`src/sld_pkg.sv`:
```
// Purpose: constants and types for the status lamp driver
// Assumes: 100 MHz core clock; status inputs come from logic on the same clock
// Notes: lamps are active low, a lit lamp is a low output
// Behaviour
// - five lamp outputs, three schemes chosen by scheme bit and style strap
// - scheme bit 1 with strap high selects the per-pin scheme
// - scheme bit 1 with strap low selects the two-pin colour scheme
// - scheme bit 0 selects the configurable scheme, strap ignored
// - per-pin functions follow the two-bit selector; 00b reserved for lamps 5..3
// - lamps 5 and 4 show 100 and 1000 link; selector 10b adds activity toggle
// - lamp 3 shows link, 01b needs full duplex, toggles on collision
// - outputs active low; lamp 2 shows any link, lamp 1 toggles on activity
// - colour scheme: 1000 on lamp 2, 100 on lamp 1, 10 on both
// - colour lamps in use steady without activity, toggling with activity
// - colour scheme only on lamps 1 and 2; lamps 3..5 stay per-pin
// - isolate forces all lamps off in per-pin and colour schemes
// - power-down forces all lamps off in every scheme
// - configurable scheme uses per-pin function codes and behaviour settings
// - configurable scheme drives lamps 1..4; lamp 5 disabled
// - function codes 0..6,8,9,10,12; 14 off, 15 on, others reserved
// - combine shows primary with activity superimposed, else primary only
// - blink 50% duty at 2.5..20 Hz; stretch 50..400 ms
// - stretch: full period per event, trail up to 1.5, gap half
package sld_pkg;
  localparam int unsigned CLK_HZ   = 100_000_000;
  localparam int unsigned TICK_MS  = 25;  // base time step, half of fastest blink
  localparam int unsigned TICK_CYC = CLK_HZ / 1000 * TICK_MS;
  localparam logic [2:0]  HOLD_TICKS = 3'h5;  // a full 10 Hz toggle period plus the partial tick
  // register byte offsets
  localparam logic [3:0] OFS_CTRL   = 4'h0;
  localparam logic [3:0] OFS_MODE   = 4'h4;
  localparam logic [3:0] OFS_BEHAV  = 4'h8;
  localparam logic [3:0] OFS_STATUS = 4'hC;
  // control fields
  localparam int unsigned CTRL_SCHEME = 0;
  localparam int unsigned CTRL_ISO    = 1;
  localparam int unsigned CTRL_PD     = 2;
  localparam int unsigned CTRL_SEL    = 3;
  localparam logic [4:0]  CTRL_RST    = 5'h19;
  // behaviour fields
  localparam int unsigned BEH_CDIS  = 0;
  localparam int unsigned BEH_STR   = 4;
  localparam int unsigned BEH_RATE  = 8;
  localparam int unsigned BEH_TXONLY = 16;
  localparam logic [16:0] BEH_RST   = 17'h00000;
  localparam logic [15:0] MODE_RST  = 16'h0000;
  // per-pin selector and speed codes
  localparam logic [1:0] SEL_RSVD = 2'h0;
  localparam logic [1:0] SEL_DUP  = 2'h1;
  localparam logic [1:0] SEL_ACT  = 2'h2;
  localparam logic [1:0] SPD_10   = 2'h0;
  localparam logic [1:0] SPD_100  = 2'h1;
  localparam logic [1:0] SPD_1000 = 2'h2;
  typedef enum logic [1:0] {
    SCH_CFG = 2'h0,
    SCH_PIN = 2'h1,
    SCH_TRI = 2'h3
  } sld_scheme_t;
  typedef struct packed {
    logic       link_up;
    logic [1:0] speed;
    logic       full_dup;
    logic       rx_act;
    logic       tx_act;
    logic       col;
    logic       pd_fault;
  } sld_status_t;
endpackage : sld_pkg
```
`src/sld_lamp_driver.sv`:
```
// Purpose: drives five active-low status lamps from link status
// Assumes: one core clock; status inputs synchronous; strap is a raw pin
// Notes: registers over Avalon-MM, every access answered after one wait cycle
`timescale 1ns/1ns
module sld_lamp_driver #(
  parameter int unsigned TICK_CYC = sld_pkg::TICK_CYC
) (
  input  wire logic                 CLK_IN,
  input  wire logic                 NRST_IN,
  input  wire logic [3:0]           AVS_ADDRESS_IN,
  input  wire logic                 AVS_READ_IN,
  input  wire logic                 AVS_WRITE_IN,
  input  wire logic [31:0]          AVS_WRITEDATA_IN,
  output logic      [31:0]          AVS_READDATA_OUT,
  output logic                      AVS_WAITREQUEST_OUT,
  input  wire sld_pkg::sld_status_t STATUS_IN,
  input  wire logic                 STYLE_STRAP_IN,
  output logic      [5:1]           LAMP_OUT
);
  localparam int unsigned DW = $clog2(TICK_CYC + 1);

  // bit of the tick counter that toggles at the chosen blink rate
  function automatic logic blink_ph(input logic [3:0] tc, input logic [1:0] r);
    return tc[2'd3 - r];
  endfunction : blink_ph

  // load value of the shaping counter: stretch period or blink window
  function automatic logic [4:0] shape_ld(input logic se, input logic [1:0] r);
    return se ? 5'(5'h02 << r) : 5'(5'h10 >> r);
  endfunction : shape_ld

  logic [4:0]  ctrl_q;
  logic [15:0] mode_q;
  logic [16:0] beh_q;
  logic        ack_q;
  logic        strap_s1_q, strap_s2_q, strap_q;
  logic [1:0]  strap_cnt_q;
  logic [DW-1:0] div_q;
  logic [3:0]  tcnt_q;
  logic [2:0]  act_hold_q, col_hold_q;
  logic [5:1]  lamp_q;

  // bus decode
  wire req       = AVS_READ_IN | AVS_WRITE_IN;
  wire wr_en     = AVS_WRITE_IN & ack_q;
  wire rd_en     = AVS_READ_IN & ~ack_q;  // load in the wait cycle, data stands at the accept
  wire hit_ctrl  = AVS_ADDRESS_IN == sld_pkg::OFS_CTRL;
  wire hit_mode  = AVS_ADDRESS_IN == sld_pkg::OFS_MODE;
  wire hit_beh   = AVS_ADDRESS_IN == sld_pkg::OFS_BEHAV;
  wire hit_stat  = AVS_ADDRESS_IN == sld_pkg::OFS_STATUS;
  assign AVS_WAITREQUEST_OUT = req & ~ack_q;

  // control fields
  wire       scheme_bit = ctrl_q[sld_pkg::CTRL_SCHEME];
  wire       iso        = ctrl_q[sld_pkg::CTRL_ISO];
  wire       pd         = ctrl_q[sld_pkg::CTRL_PD];
  wire [1:0] sel        = ctrl_q[sld_pkg::CTRL_SEL +: 2];
  sld_pkg::sld_scheme_t scheme;
  assign scheme = !scheme_bit ? sld_pkg::SCH_CFG :
                  strap_q     ? sld_pkg::SCH_PIN :
                                sld_pkg::SCH_TRI;

  // read mux, unmapped offsets read zero
  wire [31:0] rd_mux =
    hit_ctrl ? {27'h0, ctrl_q} :
    hit_mode ? {16'h0, mode_q} :
    hit_beh  ? {15'h0, beh_q} :
    hit_stat ? {24'h0, scheme, strap_q, lamp_q} : 32'h0;

  // register writes and one-cycle answer
  always_ff @(posedge CLK_IN or negedge NRST_IN) begin
    if (!NRST_IN) begin
      ctrl_q <= sld_pkg::CTRL_RST;
      mode_q <= sld_pkg::MODE_RST;
      beh_q  <= sld_pkg::BEH_RST;
      ack_q  <= 1'b0;
      AVS_READDATA_OUT <= 32'h0;
    end else begin
      ack_q <= req & ~ack_q;
      if (wr_en && hit_ctrl) ctrl_q <= AVS_WRITEDATA_IN[4:0];
      if (wr_en && hit_mode) mode_q <= AVS_WRITEDATA_IN[15:0];
      if (wr_en && hit_beh)  beh_q  <= AVS_WRITEDATA_IN[16:0];
      if (rd_en) AVS_READDATA_OUT <= rd_mux;
    end
  end

  // strap synchroniser, pin taken once when both stages hold it
  always_ff @(posedge CLK_IN or negedge NRST_IN) begin
    if (!NRST_IN) begin
      strap_s1_q  <= 1'b0;
      strap_s2_q  <= 1'b0;
      strap_q     <= 1'b0;
      strap_cnt_q <= 2'h0;
    end else begin
      strap_s1_q <= STYLE_STRAP_IN;
      strap_s2_q <= strap_s1_q;
      // count edges so the reset value of the stages is never captured
      if (strap_cnt_q != 2'h3) strap_cnt_q <= strap_cnt_q + 2'h1;
      if (strap_cnt_q == 2'h2) strap_q <= strap_s2_q;
    end
  end

  // time base: 25 ms tick and a tick counter for the blink phases
  wire tick = div_q == DW'(TICK_CYC - 1);
  always_ff @(posedge CLK_IN or negedge NRST_IN) begin
    if (!NRST_IN) begin
      div_q  <= '0;
      tcnt_q <= 4'h0;
    end else begin
      div_q <= tick ? '0 : div_q + 1'b1;
      if (tick) tcnt_q <= tcnt_q + 4'h1;
    end
  end

  // activity and collision hold, reloaded by each event
  wire st_act  = STATUS_IN.rx_act | STATUS_IN.tx_act;
  wire act_tog = act_hold_q != 3'h0;
  wire col_tog = col_hold_q != 3'h0;
  wire tph     = tcnt_q[1];  // 10 Hz toggle phase
  always_ff @(posedge CLK_IN or negedge NRST_IN) begin
    if (!NRST_IN) begin
      act_hold_q <= 3'h0;
      col_hold_q <= 3'h0;
    end else begin
      if (st_act) act_hold_q <= sld_pkg::HOLD_TICKS;
      else if (tick && act_tog) act_hold_q <= act_hold_q - 3'h1;
      if (STATUS_IN.col) col_hold_q <= sld_pkg::HOLD_TICKS;
      else if (tick && col_tog) col_hold_q <= col_hold_q - 3'h1;
    end
  end

  // link decode, 1 means lamp lit
  wire lk   = STATUS_IN.link_up;
  wire l10  = lk & (STATUS_IN.speed == sld_pkg::SPD_10);
  wire l100 = lk & (STATUS_IN.speed == sld_pkg::SPD_100);
  wire l1g  = lk & (STATUS_IN.speed == sld_pkg::SPD_1000);
  wire tog_act = act_tog & ~tph;  // lamp dark in this half of a toggle

  // per-pin scheme lamps
  wire sel_ok = sel != sld_pkg::SEL_RSVD;
  wire pp5 = sel_ok & l100 & ~(sel == sld_pkg::SEL_ACT & tog_act);
  wire pp4 = sel_ok & l1g & ~(sel == sld_pkg::SEL_ACT & tog_act);
  wire pp3_lk = (sel == sld_pkg::SEL_DUP) ? lk & STATUS_IN.full_dup : lk;
  wire pp3 = sel_ok & (col_tog ? tph : pp3_lk);
  wire pp2 = lk;
  wire pp1 = act_tog & tph;

  // two-pin colour scheme lamps
  wire tri_on = act_tog ? tph : 1'b1;
  wire tc2 = (l1g | l10) & tri_on;
  wire tc1 = (l100 | l10) & tri_on;

  // configurable scheme, one shaper per lamp 1..4
  logic [3:0] cfg_on;
  wire act_sel = beh_q[sld_pkg::BEH_TXONLY] ? STATUS_IN.tx_act : st_act;
  for (genvar i = 0; i < 4; i++) begin : g_cfg
    wire [3:0] code = mode_q[4*i +: 4];
    wire       sec  = ~beh_q[sld_pkg::BEH_CDIS + i];
    wire       se   = beh_q[sld_pkg::BEH_STR + i];
    wire [1:0] r    = beh_q[sld_pkg::BEH_RATE + 2*i +: 2];
    wire       is_col = (code == 4'h8) | (code == 4'h9);
    wire       evt  = is_col ? STATUS_IN.col : act_sel;
    logic [4:0] cnt_q, gap_q;
    wire        busy = cnt_q != 5'h0;
    wire        ind  = se ? busy : busy & blink_ph(tcnt_q, r);
    logic       prim;
    // primary status of each function code
    always_comb begin
      case (code)
        4'h0:    prim = lk;
        4'h1:    prim = l1g;
        4'h2:    prim = l100;
        4'h3:    prim = l10;
        4'h4:    prim = l100 | l1g;
        4'h5:    prim = l10 | l1g;
        4'h6:    prim = l10 | l100;
        4'h8:    prim = lk & STATUS_IN.full_dup;
        4'hC:    prim = STATUS_IN.pd_fault;
        4'hF:    prim = 1'b1;
        default: prim = 1'b0;  // 14 and reserved codes
      endcase
    end
    // primary with superimposed secondary activity
    assign cfg_on[i] = (code <= 4'h6) ? prim & ~(sec & ind) :
                       (code == 4'h8) ? prim | (sec & lk & ind) :
                       (code == 4'h9 || code == 4'hA) ? ind : prim;
    // stretch: reload per event, then a forced dark gap of half a period
    always_ff @(posedge CLK_IN or negedge NRST_IN) begin
      if (!NRST_IN) begin
        cnt_q <= 5'h0;
        gap_q <= 5'h0;
      end else begin
        if (evt && gap_q == 5'h0) cnt_q <= shape_ld(se, r);
        else if (tick && busy) cnt_q <= cnt_q - 5'h1;
        if (tick && cnt_q == 5'h1 && se) gap_q <= 5'(5'h01 << r);
        else if (tick && gap_q != 5'h0) gap_q <= gap_q - 5'h1;
      end
    end
  end

  // lamp select and forcing
  wire off_all = pd | (scheme != sld_pkg::SCH_CFG & iso);
  wire [5:1] on_pin = {pp5, pp4, pp3, pp2, pp1};
  wire [5:1] on_sel =
    (scheme == sld_pkg::SCH_CFG) ? {1'b0, cfg_on} :
    (scheme == sld_pkg::SCH_TRI) ? {pp5, pp4, pp3, tc2, tc1} : on_pin;
  wire [5:1] lamp_d = off_all ? 5'h1F : ~on_sel;

  // lamp output flops
  always_ff @(posedge CLK_IN or negedge NRST_IN) begin
    if (!NRST_IN) lamp_q <= 5'h1F;
    else          lamp_q <= lamp_d;
  end
  assign LAMP_OUT = lamp_q;

  // checks
  a_pd_all_off: assert property (@(posedge CLK_IN) disable iff (!NRST_IN)
    pd |=> LAMP_OUT == 5'h1F) else $error("lamp lit during power-down");
  a_iso_all_off: assert property (@(posedge CLK_IN) disable iff (!NRST_IN)
    iso && scheme_bit |=> LAMP_OUT == 5'h1F) else $error("lamp lit during isolate");
  a_cfg_lamp5: assert property (@(posedge CLK_IN) disable iff (!NRST_IN)
    !scheme_bit |=> LAMP_OUT[5]) else $error("lamp 5 lit in configurable scheme");
  a_pin_link2: assert property (@(posedge CLK_IN) disable iff (!NRST_IN)
    scheme == sld_pkg::SCH_PIN && !iso && !pd |=> LAMP_OUT[2] == !$past(lk))
    else $error("lamp 2 does not follow link");
  a_code_force_on: assert property (@(posedge CLK_IN) disable iff (!NRST_IN)
    !scheme_bit && !pd && mode_q[3:0] == 4'hF |=> !LAMP_OUT[1])
    else $error("code 15 did not light lamp 1");
  a_code_force_off: assert property (@(posedge CLK_IN) disable iff (!NRST_IN)
    !scheme_bit && mode_q[7:4] == 4'hE |=> LAMP_OUT[2]) else $error("code 14 lit lamp 2");
  a_tri_link_down: assert property (@(posedge CLK_IN) disable iff (!NRST_IN)
    scheme == sld_pkg::SCH_TRI && !lk |=> LAMP_OUT[2:1] == 2'h3)
    else $error("colour lamps lit with link down");
  a_tri_1g_idle: assert property (@(posedge CLK_IN) disable iff (!NRST_IN)
    scheme == sld_pkg::SCH_TRI && l1g && !act_tog && !iso && !pd
    |=> LAMP_OUT[2:1] == 2'h1) else $error("1000 idle pattern wrong");
  a_hold_reload: assert property (@(posedge CLK_IN) disable iff (!NRST_IN)
    st_act |=> act_hold_q == sld_pkg::HOLD_TICKS) else $error("activity hold not loaded");
  a_sel_rsvd: assert property (@(posedge CLK_IN) disable iff (!NRST_IN)
    scheme == sld_pkg::SCH_PIN && sel == sld_pkg::SEL_RSVD |=> LAMP_OUT[5:3] == 3'h7)
    else $error("reserved selector lit lamps 5..3");
  a_bus_answer: assert property (@(posedge CLK_IN) disable iff (!NRST_IN)
    req && !ack_q |-> AVS_WAITREQUEST_OUT ##1 !AVS_WAITREQUEST_OUT)
    else $error("bus answer not after one wait cycle");

  // per-pin 100 lamp follows its link while not toggling
  a_pin_lamp5: assert property (@(posedge CLK_IN) disable iff (!NRST_IN)
    scheme == sld_pkg::SCH_PIN && !iso && !pd && sel_ok && !act_tog
    |=> LAMP_OUT[5] == !$past(l100)) else $error("lamp 5 does not follow the 100 link");

  // per-pin 1000 lamp follows its link while not toggling
  a_pin_lamp4: assert property (@(posedge CLK_IN) disable iff (!NRST_IN)
    scheme == sld_pkg::SCH_PIN && !iso && !pd && sel_ok && !act_tog
    |=> LAMP_OUT[4] == !$past(l1g)) else $error("lamp 4 does not follow the 1000 link");

  // duplex selector keeps lamp 3 dark on half duplex
  a_pin_dup_half: assert property (@(posedge CLK_IN) disable iff (!NRST_IN)
    scheme == sld_pkg::SCH_PIN && !iso && !pd && sel == sld_pkg::SEL_DUP && !col_tog &&
    !STATUS_IN.full_dup |=> LAMP_OUT[3]) else $error("lamp 3 lit on half duplex");

  // collision toggling darkens lamp 3 in the low phase
  a_pin_col_dark: assert property (@(posedge CLK_IN) disable iff (!NRST_IN)
    scheme == sld_pkg::SCH_PIN && !iso && !pd && col_tog && !tph
    |=> LAMP_OUT[3]) else $error("lamp 3 not toggling on collision");

  // activity lamp dark with no activity held
  a_pin_act_idle: assert property (@(posedge CLK_IN) disable iff (!NRST_IN)
    scheme == sld_pkg::SCH_PIN && !act_tog |=> LAMP_OUT[1])
    else $error("lamp 1 lit without activity");

  // colour scheme, 10 link lights both pins
  a_tri_10_idle: assert property (@(posedge CLK_IN) disable iff (!NRST_IN)
    scheme == sld_pkg::SCH_TRI && l10 && !act_tog && !iso && !pd
    |=> LAMP_OUT[2:1] == 2'h0) else $error("10 idle pattern wrong");

  // colour scheme, 100 link lights lamp 1 only
  a_tri_100_idle: assert property (@(posedge CLK_IN) disable iff (!NRST_IN)
    scheme == sld_pkg::SCH_TRI && l100 && !act_tog && !iso && !pd
    |=> LAMP_OUT[2:1] == 2'h2) else $error("100 idle pattern wrong");

  // colour scheme leaves the speed lamps in per-pin use
  a_tri_upper_pins: assert property (@(posedge CLK_IN) disable iff (!NRST_IN)
    scheme == sld_pkg::SCH_TRI && !iso && !pd && sel_ok && !act_tog
    |=> LAMP_OUT[5:4] == {!$past(l100), !$past(l1g)}) else $error("lamps 5 and 4 wrong");

  // hold only moves on a tick or an event
  a_hold_steady: assert property (@(posedge CLK_IN) disable iff (!NRST_IN)
    !st_act && !tick |=> act_hold_q == $past(act_hold_q))
    else $error("activity hold moved without a tick");

  // combine disabled shows the primary link status only
  a_cfg_no_combine: assert property (@(posedge CLK_IN) disable iff (!NRST_IN)
    !scheme_bit && !pd && mode_q[15:12] == 4'h1 && beh_q[sld_pkg::BEH_CDIS + 3]
    |=> LAMP_OUT[4] == !$past(l1g)) else $error("lamp 4 shows activity with combine off");

  // fault code follows the parallel-detect fault
  a_cfg_fault_code: assert property (@(posedge CLK_IN) disable iff (!NRST_IN)
    !scheme_bit && !pd && mode_q[11:8] == 4'hC
    |=> LAMP_OUT[3] == !$past(STATUS_IN.pd_fault)) else $error("code 12 lamp wrong");

  // captured strap never changes until the next reset
  a_strap_kept: assert property (@(posedge CLK_IN) disable iff (!NRST_IN)
    strap_cnt_q == 2'h3 |=> $stable(strap_q)) else $error("strap changed after capture");
endmodule : sld_lamp_driver

```
`config.mk`:
```
export PLATFORM = sky130hd
export DESIGN_NAME = sld_lamp_driver
export DESIGN_NICKNAME = d
export VERILOG_FILES = /design/src/sld_pkg.sv /design/src/sld_lamp_driver.sv
export SDC_FILE = /design/constraint.sdc
export NUM_CORES = 1
export LEC_CHECK = 0
export BUFFER_PORTS_ARGS = -buffer_cell sky130_fd_sc_hd__buf_2
export CELL_PAD_IN_SITES_DETAIL_PLACEMENT = 1
export CELL_PAD_IN_SITES_GLOBAL_PLACEMENT = 1
export CORE_MARGIN = 4
export CORE_UTILIZATION = 46
export DETAILED_ROUTE_END_ITERATION = 6
export GPL_ROUTABILITY_DRIVEN = 0
export PLACE_DENSITY_LB_ADDON = 0.1
export SYNTH_ARGS = -nofsm -noshare
export SYNTH_HDL_FRONTEND = slang
export SYNTH_SLANG_ARGS = --single-unit
```
`constraint.sdc`:
```
create_clock -name CLK_IN -period 2.7 [get_ports CLK_IN]
set_input_delay 0 -clock CLK_IN [delete_from_list [all_inputs] [get_ports CLK_IN]]
set_output_delay 0 -clock CLK_IN [all_outputs]
set_load 0.005 [all_outputs]
```
# Word level (Yosys, flattened, before mapping)
# Index checks and enable logic that the tools add are counted.
# word_totals
ff_bits	153
wordCells	314
# classes
shift	12
n_reduce_logical	62
n_lt_le_gt_ge	8
n_mux	70
add_sub_neg	17
eq_ne	59
bitwise_logic	64
# ops
operator	count
5-bit 2-to-1 mux	22
4-bit == test, second input constant	22
4-bit by 3-bit == test with 1-bit output, second input constant	13
17-bit 2-to-1 mux	3
1-bit one-hot mux with 10 select lines	4
5-bit nonzero test	8
5-bit by 1-bit subtractor with 5-bit output, second input constant	8
1-bit bitwise AND	38
4-bit by 2-bit == test with 1-bit output, second input constant	8
1-bit 2-to-1 mux	28
1-bit logical AND	25
2-bit nonzero test	12
22-bit by 1-bit adder with 22-bit output, second input constant	1
22-bit == test, second input constant	1
22-bit 2-to-1 mux	1
5-bit by 1-bit == test with 1-bit output, second input constant	4
4-bit zero test	5
5-bit zero test	4
1-bit by 2-bit << shifter with 5-bit output, first input constant	4
2-bit by 2-bit << shifter with 5-bit output, first input constant	4
5-bit by 2-bit right shift with 5-bit output, first input constant	4
4-bit by 1-bit == test with 1-bit output, second input constant	4
4-bit by 3-bit <= comparator with 1-bit output, second input constant	4
1-bit OR	14
other kinds (17)	51

# Logic depth before layout (Yosys ltp)
# depth
word_depth	12
depth_mapped	8
mapped_depth_nobuf	8

# Least setup slack after synthesis
# No wires, ideal clock.
# synth_path
kind	register to register
startpoint	register g_cfg[2].gap_q[0]
endpoint	register g_cfg[2].cnt_q[2]
path_stages_with_launch	7
path_buffers	0
slack_ns	0.733
t_required_ns	2.576
arrival_ns	1.843
path_cell_list	dfrtp_1 -> inv_1 -> ha_1 -> or4b_2 -> a211oi_2 -> nand2_1 -> o31a_1
# synth_via
elab_chain_cells	3
# synth_lines
item	line	source
start, declared	sld_lamp_driver.sv:163	logic [4:0] cnt_q, gap_q;
start signal, assigned	sld_lamp_driver.sv:195	if (tick && cnt_q == 5'h1 && se) gap_q <= 5'(5'h01 << r);
start signal, assigned	sld_lamp_driver.sv:196	else if (tick && gap_q != 5'h0) gap_q <= gap_q - 5'h1;
5-bit zero test *	sld_lamp_driver.sv:193	if (evt && gap_q == 5'h0) cnt_q <= shape_ld(se, r);
1-bit logical AND *	sld_lamp_driver.sv:193	
5-bit 2-to-1 mux / 2-bit nonzero test (equally long branches)	n/a	
end signal, assigned	sld_lamp_driver.sv:193	
end signal, assigned	sld_lamp_driver.sv:194	else if (tick && busy) cnt_q <= cnt_q - 5'h1;
end, declared	sld_lamp_driver.sv:163	
# Every way passes the cells marked *; elsewhere a longest branch is shown, timed or not.
# A chain may end at the register's enable or synchronous reset.

# Worst setup path in the final report
# layout_path
startpoint	register div_q[6]
endpoint	register act_hold_q[1]
# layout_via
elab_chain_cells	3
# layout_lines
item	line	source
start, declared	sld_lamp_driver.sv:38	logic [DW-1:0] div_q;
start signal, assigned	sld_lamp_driver.sv:110	div_q <= tick ? '0 : div_q + 1'b1;
22-bit == test	sld_lamp_driver.sv:104	wire tick = div_q == DW'(TICK_CYC - 1);
1-bit logical AND	sld_lamp_driver.sv:126	else if (tick && act_tog) act_hold_q <= act_hold_q - 3'h1;
2-bit nonzero test (no line)	n/a	
end signal, assigned	sld_lamp_driver.sv:125	if (st_act) act_hold_q <= sld_pkg::HOLD_TICKS;
end signal, assigned	sld_lamp_driver.sv:126	
end, declared	sld_lamp_driver.sv:40	logic [2:0] act_hold_q, col_hold_q;
# No other way between the ends.

==> summary.txt <==
Power
  • Logic pwr share: 20.7%
  • Leak: 0.00413 uW
  • Peak supply drop: 0.000680 V
  • Switching share of power: 31.5%
  • Clock power share: a little under two fifths
  • P_int: 4630 uW
  • P_sw: 2130 uW
  • Post-layout total power: 6760 uW
  • Seq pwr share: 41.5%
  • Power Dens Cells: 712 nW/um^2

Worst setup path
  • CP Launch Type: flip-flop
  • Reg-to-reg slack, setup: 0.29 ns
  • Crit path cell chain: nor4b_2 -> nand3_1 -> buf_4 -> nor3_2 -> nor2_1 -> a2111oi_0
  • WP buf/inv: 1
  • Crit-path max cell delay: 0.44 ns
  • Endpoint class of the critical path: flip-flop
  • Worst EP arrival: around 2.7 ns
  • Worst-path fanout max: 7
  • Largest delay share family, worst path: simple AND/OR/NAND/NOR gates
  • Setup CP Type: flip-flop to flip-flop
  • Crit path max-delay cell type: dfrtp_1
  • Data required time of the worst path: 2.98 ns

CTS
  • Clock sinks: 138
  • H-Tree Depth: 4
  • Root buf cell: clkbuf_16
  • Clock-pin slew on the worst setup and hold paths: 0.06 ns
  • Setup bufs post-CTS: 0
  • Clock latency on the worst-skew pair: 0.42 ns
  • CTS Buf Count: 17
  • Clock Path Buffers: 2
  • TritonCTS clock tree: done

GRT
  • Wire length of the first global-routing pass: 39,100 um
  • Initial antenna violation count: 1
  • Largest net degree at the start of global routing: 91
  • Grt ovf: 0
  • Vias in the first global route: 7,363
  • Total track usage: 24.6%

Floorplan
  • Initial core utilization: 46.8%
  • DIE HEIGHT: between 100 and 150 um
  • Rows: 48
  • # IOs: 87
  • Die area: 19,800 sq um
  • Die W: 141 um
  • Core footprint: 17,300 sq um

Timing
  • RSZ-0062 raised after global routing: false
  • Setup Viol. Count Final: 0
  • Period minus WS final: 2.41 ns
  • Setup TNS: 0 ns
  • Slew HR: 30.0%
  • Worst-Margin Slew: between 1 and 1.5 ns
  • Fin crit share: 89.3%
  • Max Fclk: 415 MHz
  • Final Hold Vio Count: 0
  • Final Max Slew Viols: 0
  • Final Skew: approximately 0.0093 ns

Drt
  • DR pass1 iterations: 5
  • Vias: just under 7k
  • Routed vias/inst: around 6
  • # DRC: 0
  • DR WL/cell: between 20 and 25 um
  • Initial DRC Count: between 300 and 400
  • Final WL: 23,900 um
  • Final ANT Viol Nets: 0

Cells and area
  • Nets: 1,009
  • Share of cells above drive strength 1: 18.8%
  • Area delta synth->final: 17.1%
  • Ant. Diodes: 0

Synthesis
  • Synth Flop Type: dfrtp_1
  • Netlist cell types: 71
  • Cell Area, Synth: between 8000 and 9000 sq um
  • Ys Warns: 0
  • Post-synthesis cell count: 865
  • Synth top cells by count: dfrtp_1 (130), nor2_1 (78), nand2_1 (73), o21ai_0 (70), clkbuf_1 (46)
  • Seq cells post-synth: 138
  • Number of synthesized flops with an enable pin: 0
  • Syn avg cell area: about 9.4 sq um
  • Ranking of synthesized cells by area: dfrtp_1 (40%), mux2_2 (6.3%), o21ai_0 (4.3%)
  • Yosys top cell by area: dfrtp_1
  • Sequential area share after synthesis: between 40% and 50%
  • Post-synth ARST share: 100%
  • Area fraction of the dominant cell type after synthesis: 40.2%
  • Most frequent cell after synthesis: dfrtp_1

Place
  • Estimated wirelength of the detail-placed design: 16,800 um
  • I/O Buffers: 56

Job
  • Max-cap violations: 0

Outcome
  • Status: finished, final reports clean

Worst hold path
  • Hold WC Path Type: input pin to flip-flop
-- layer usage --
metal  track usage, %  up-vias  wire (um)
li1                 -     3221          -
met1             32.9     3505      10700
met2             41.5      145      11800
met3             3.80       30       1020
met4             7.45        2        404
met5                0        -          9
-- state kept, by name, summed over array words and instances, names as in the netlist, 5 cells and up --
signal            cells
AVS_READDATA_OUT     17
LAMP_OUT              5
beh_q                17
ctrl_q                5
div_q                22
g_cfg.cnt_q          20
g_cfg.gap_q          20
mode_q               16
-- cell type report --
cell class / count / area [sq um]
Timing Repair Buffer: 101 / 697
Inverter: 39 / 146
Multi-Input combinational cell: 638 / 4250
Clock inverter: 11 / 165
Tap cell: 225 / 282
Fill cell: 1981 / 7810
Clock buffer: 21 / 480
Sequential cell: 138 / 3460
-- power groups by stage --
stage	sequential, uW	combinational (uW)	clock [uW]
after floorplan	2550	1090	0
after global placement	2790	1270	0
after detailed placement	2820	1340	0
after CTS	2790	1400	2610
after global routing	2850	1560	2700
final	2800	1400	2560
-- per-stage QoR --
| step | hold WS (ns) | std cells | setup slack [ns] | utilization (%) | cell area [sq um] |
|---|---|---|---|---|---|
| floorplan | -0.296 | 879 | 0.733 | - | 8150 |
| global placement | 0.109 | 1117 | 0.365 | 49.7 | 8590 |
| detailed placement | 0.119 | 1117 | 0.194 | 49.7 | 8590 |
| CTS | 0.0154 | 1173 | 0.169 | 54.8 | 9480 |
| global route | 0.0338 | 1173 | 0.0881 | 54.8 | 9490 |
| finish | 0.0346 | 1173 | 0.288 | 54.8 | 9490 |
-- worst paths after layout --
check | from | to | cells past startpoint
min reg2reg | strap_s1_q | strap_s2_q | 0
max | div_q[6] | act_hold_q[1] | 6
min | STATUS_IN[7] | LAMP_OUT[5] | 3
max in group asynchronous | NRST_IN | div_q[6] | 3
min in group asynchronous | NRST_IN | AVS_READDATA_OUT[9] | 2
max reg2reg | div_q[6] | act_hold_q[1] | 6
-- tightest hold or removal path, delay by kind of cell --
| kind | cells | cell delay (ns) |
|---|---|---|
| buf+inv | 1 | 0.17 |
| simple gates | 2 | 0.24 |
-- cells by family (layout without fill, tap and decap cells) --
family	after synthesis	after routing	share of synthesized area, %
other cells	1	15	0.0463
simple gates	303	303	19.3
compound gates	201	201	16.5
xor+xnor	36	36	3.89
flops	138	138	42.8
mux	58	58	8.17
fa+ha+maj	25	25	3.86
buf+inv	103	172	5.51
-- repair_timing --
action / 4_1_cts / 5_1_grt
endpoints found under the hold margin: 127 / 0
hold buffers: 24 / 0
resized for setup: 0 / 1
setup endpoints to repair: 0 / 1
-- cell usage in the layout, fill, tap and decap left out, drive strengths merged, types with 14 or more instances in the layout --
master / Yosys / final
a21oi: 23 / 23
a22oi: 18 / 18
buf: 18 / 77
clkbuf: 46 / 21
conb: 1 / 15
dfrtp: 130 / 130
dlygate4sd3: 0 / 24
ha: 25 / 25
inv: 39 / 40
mux2: 45 / 45
nand2: 73 / 73
nand2b: 18 / 18
nand3: 20 / 20
nor2: 79 / 79
nor3: 20 / 20
nor4: 14 / 14
o21ai: 70 / 70
xnor2: 30 / 30
(Power assumes the default switching activity.)
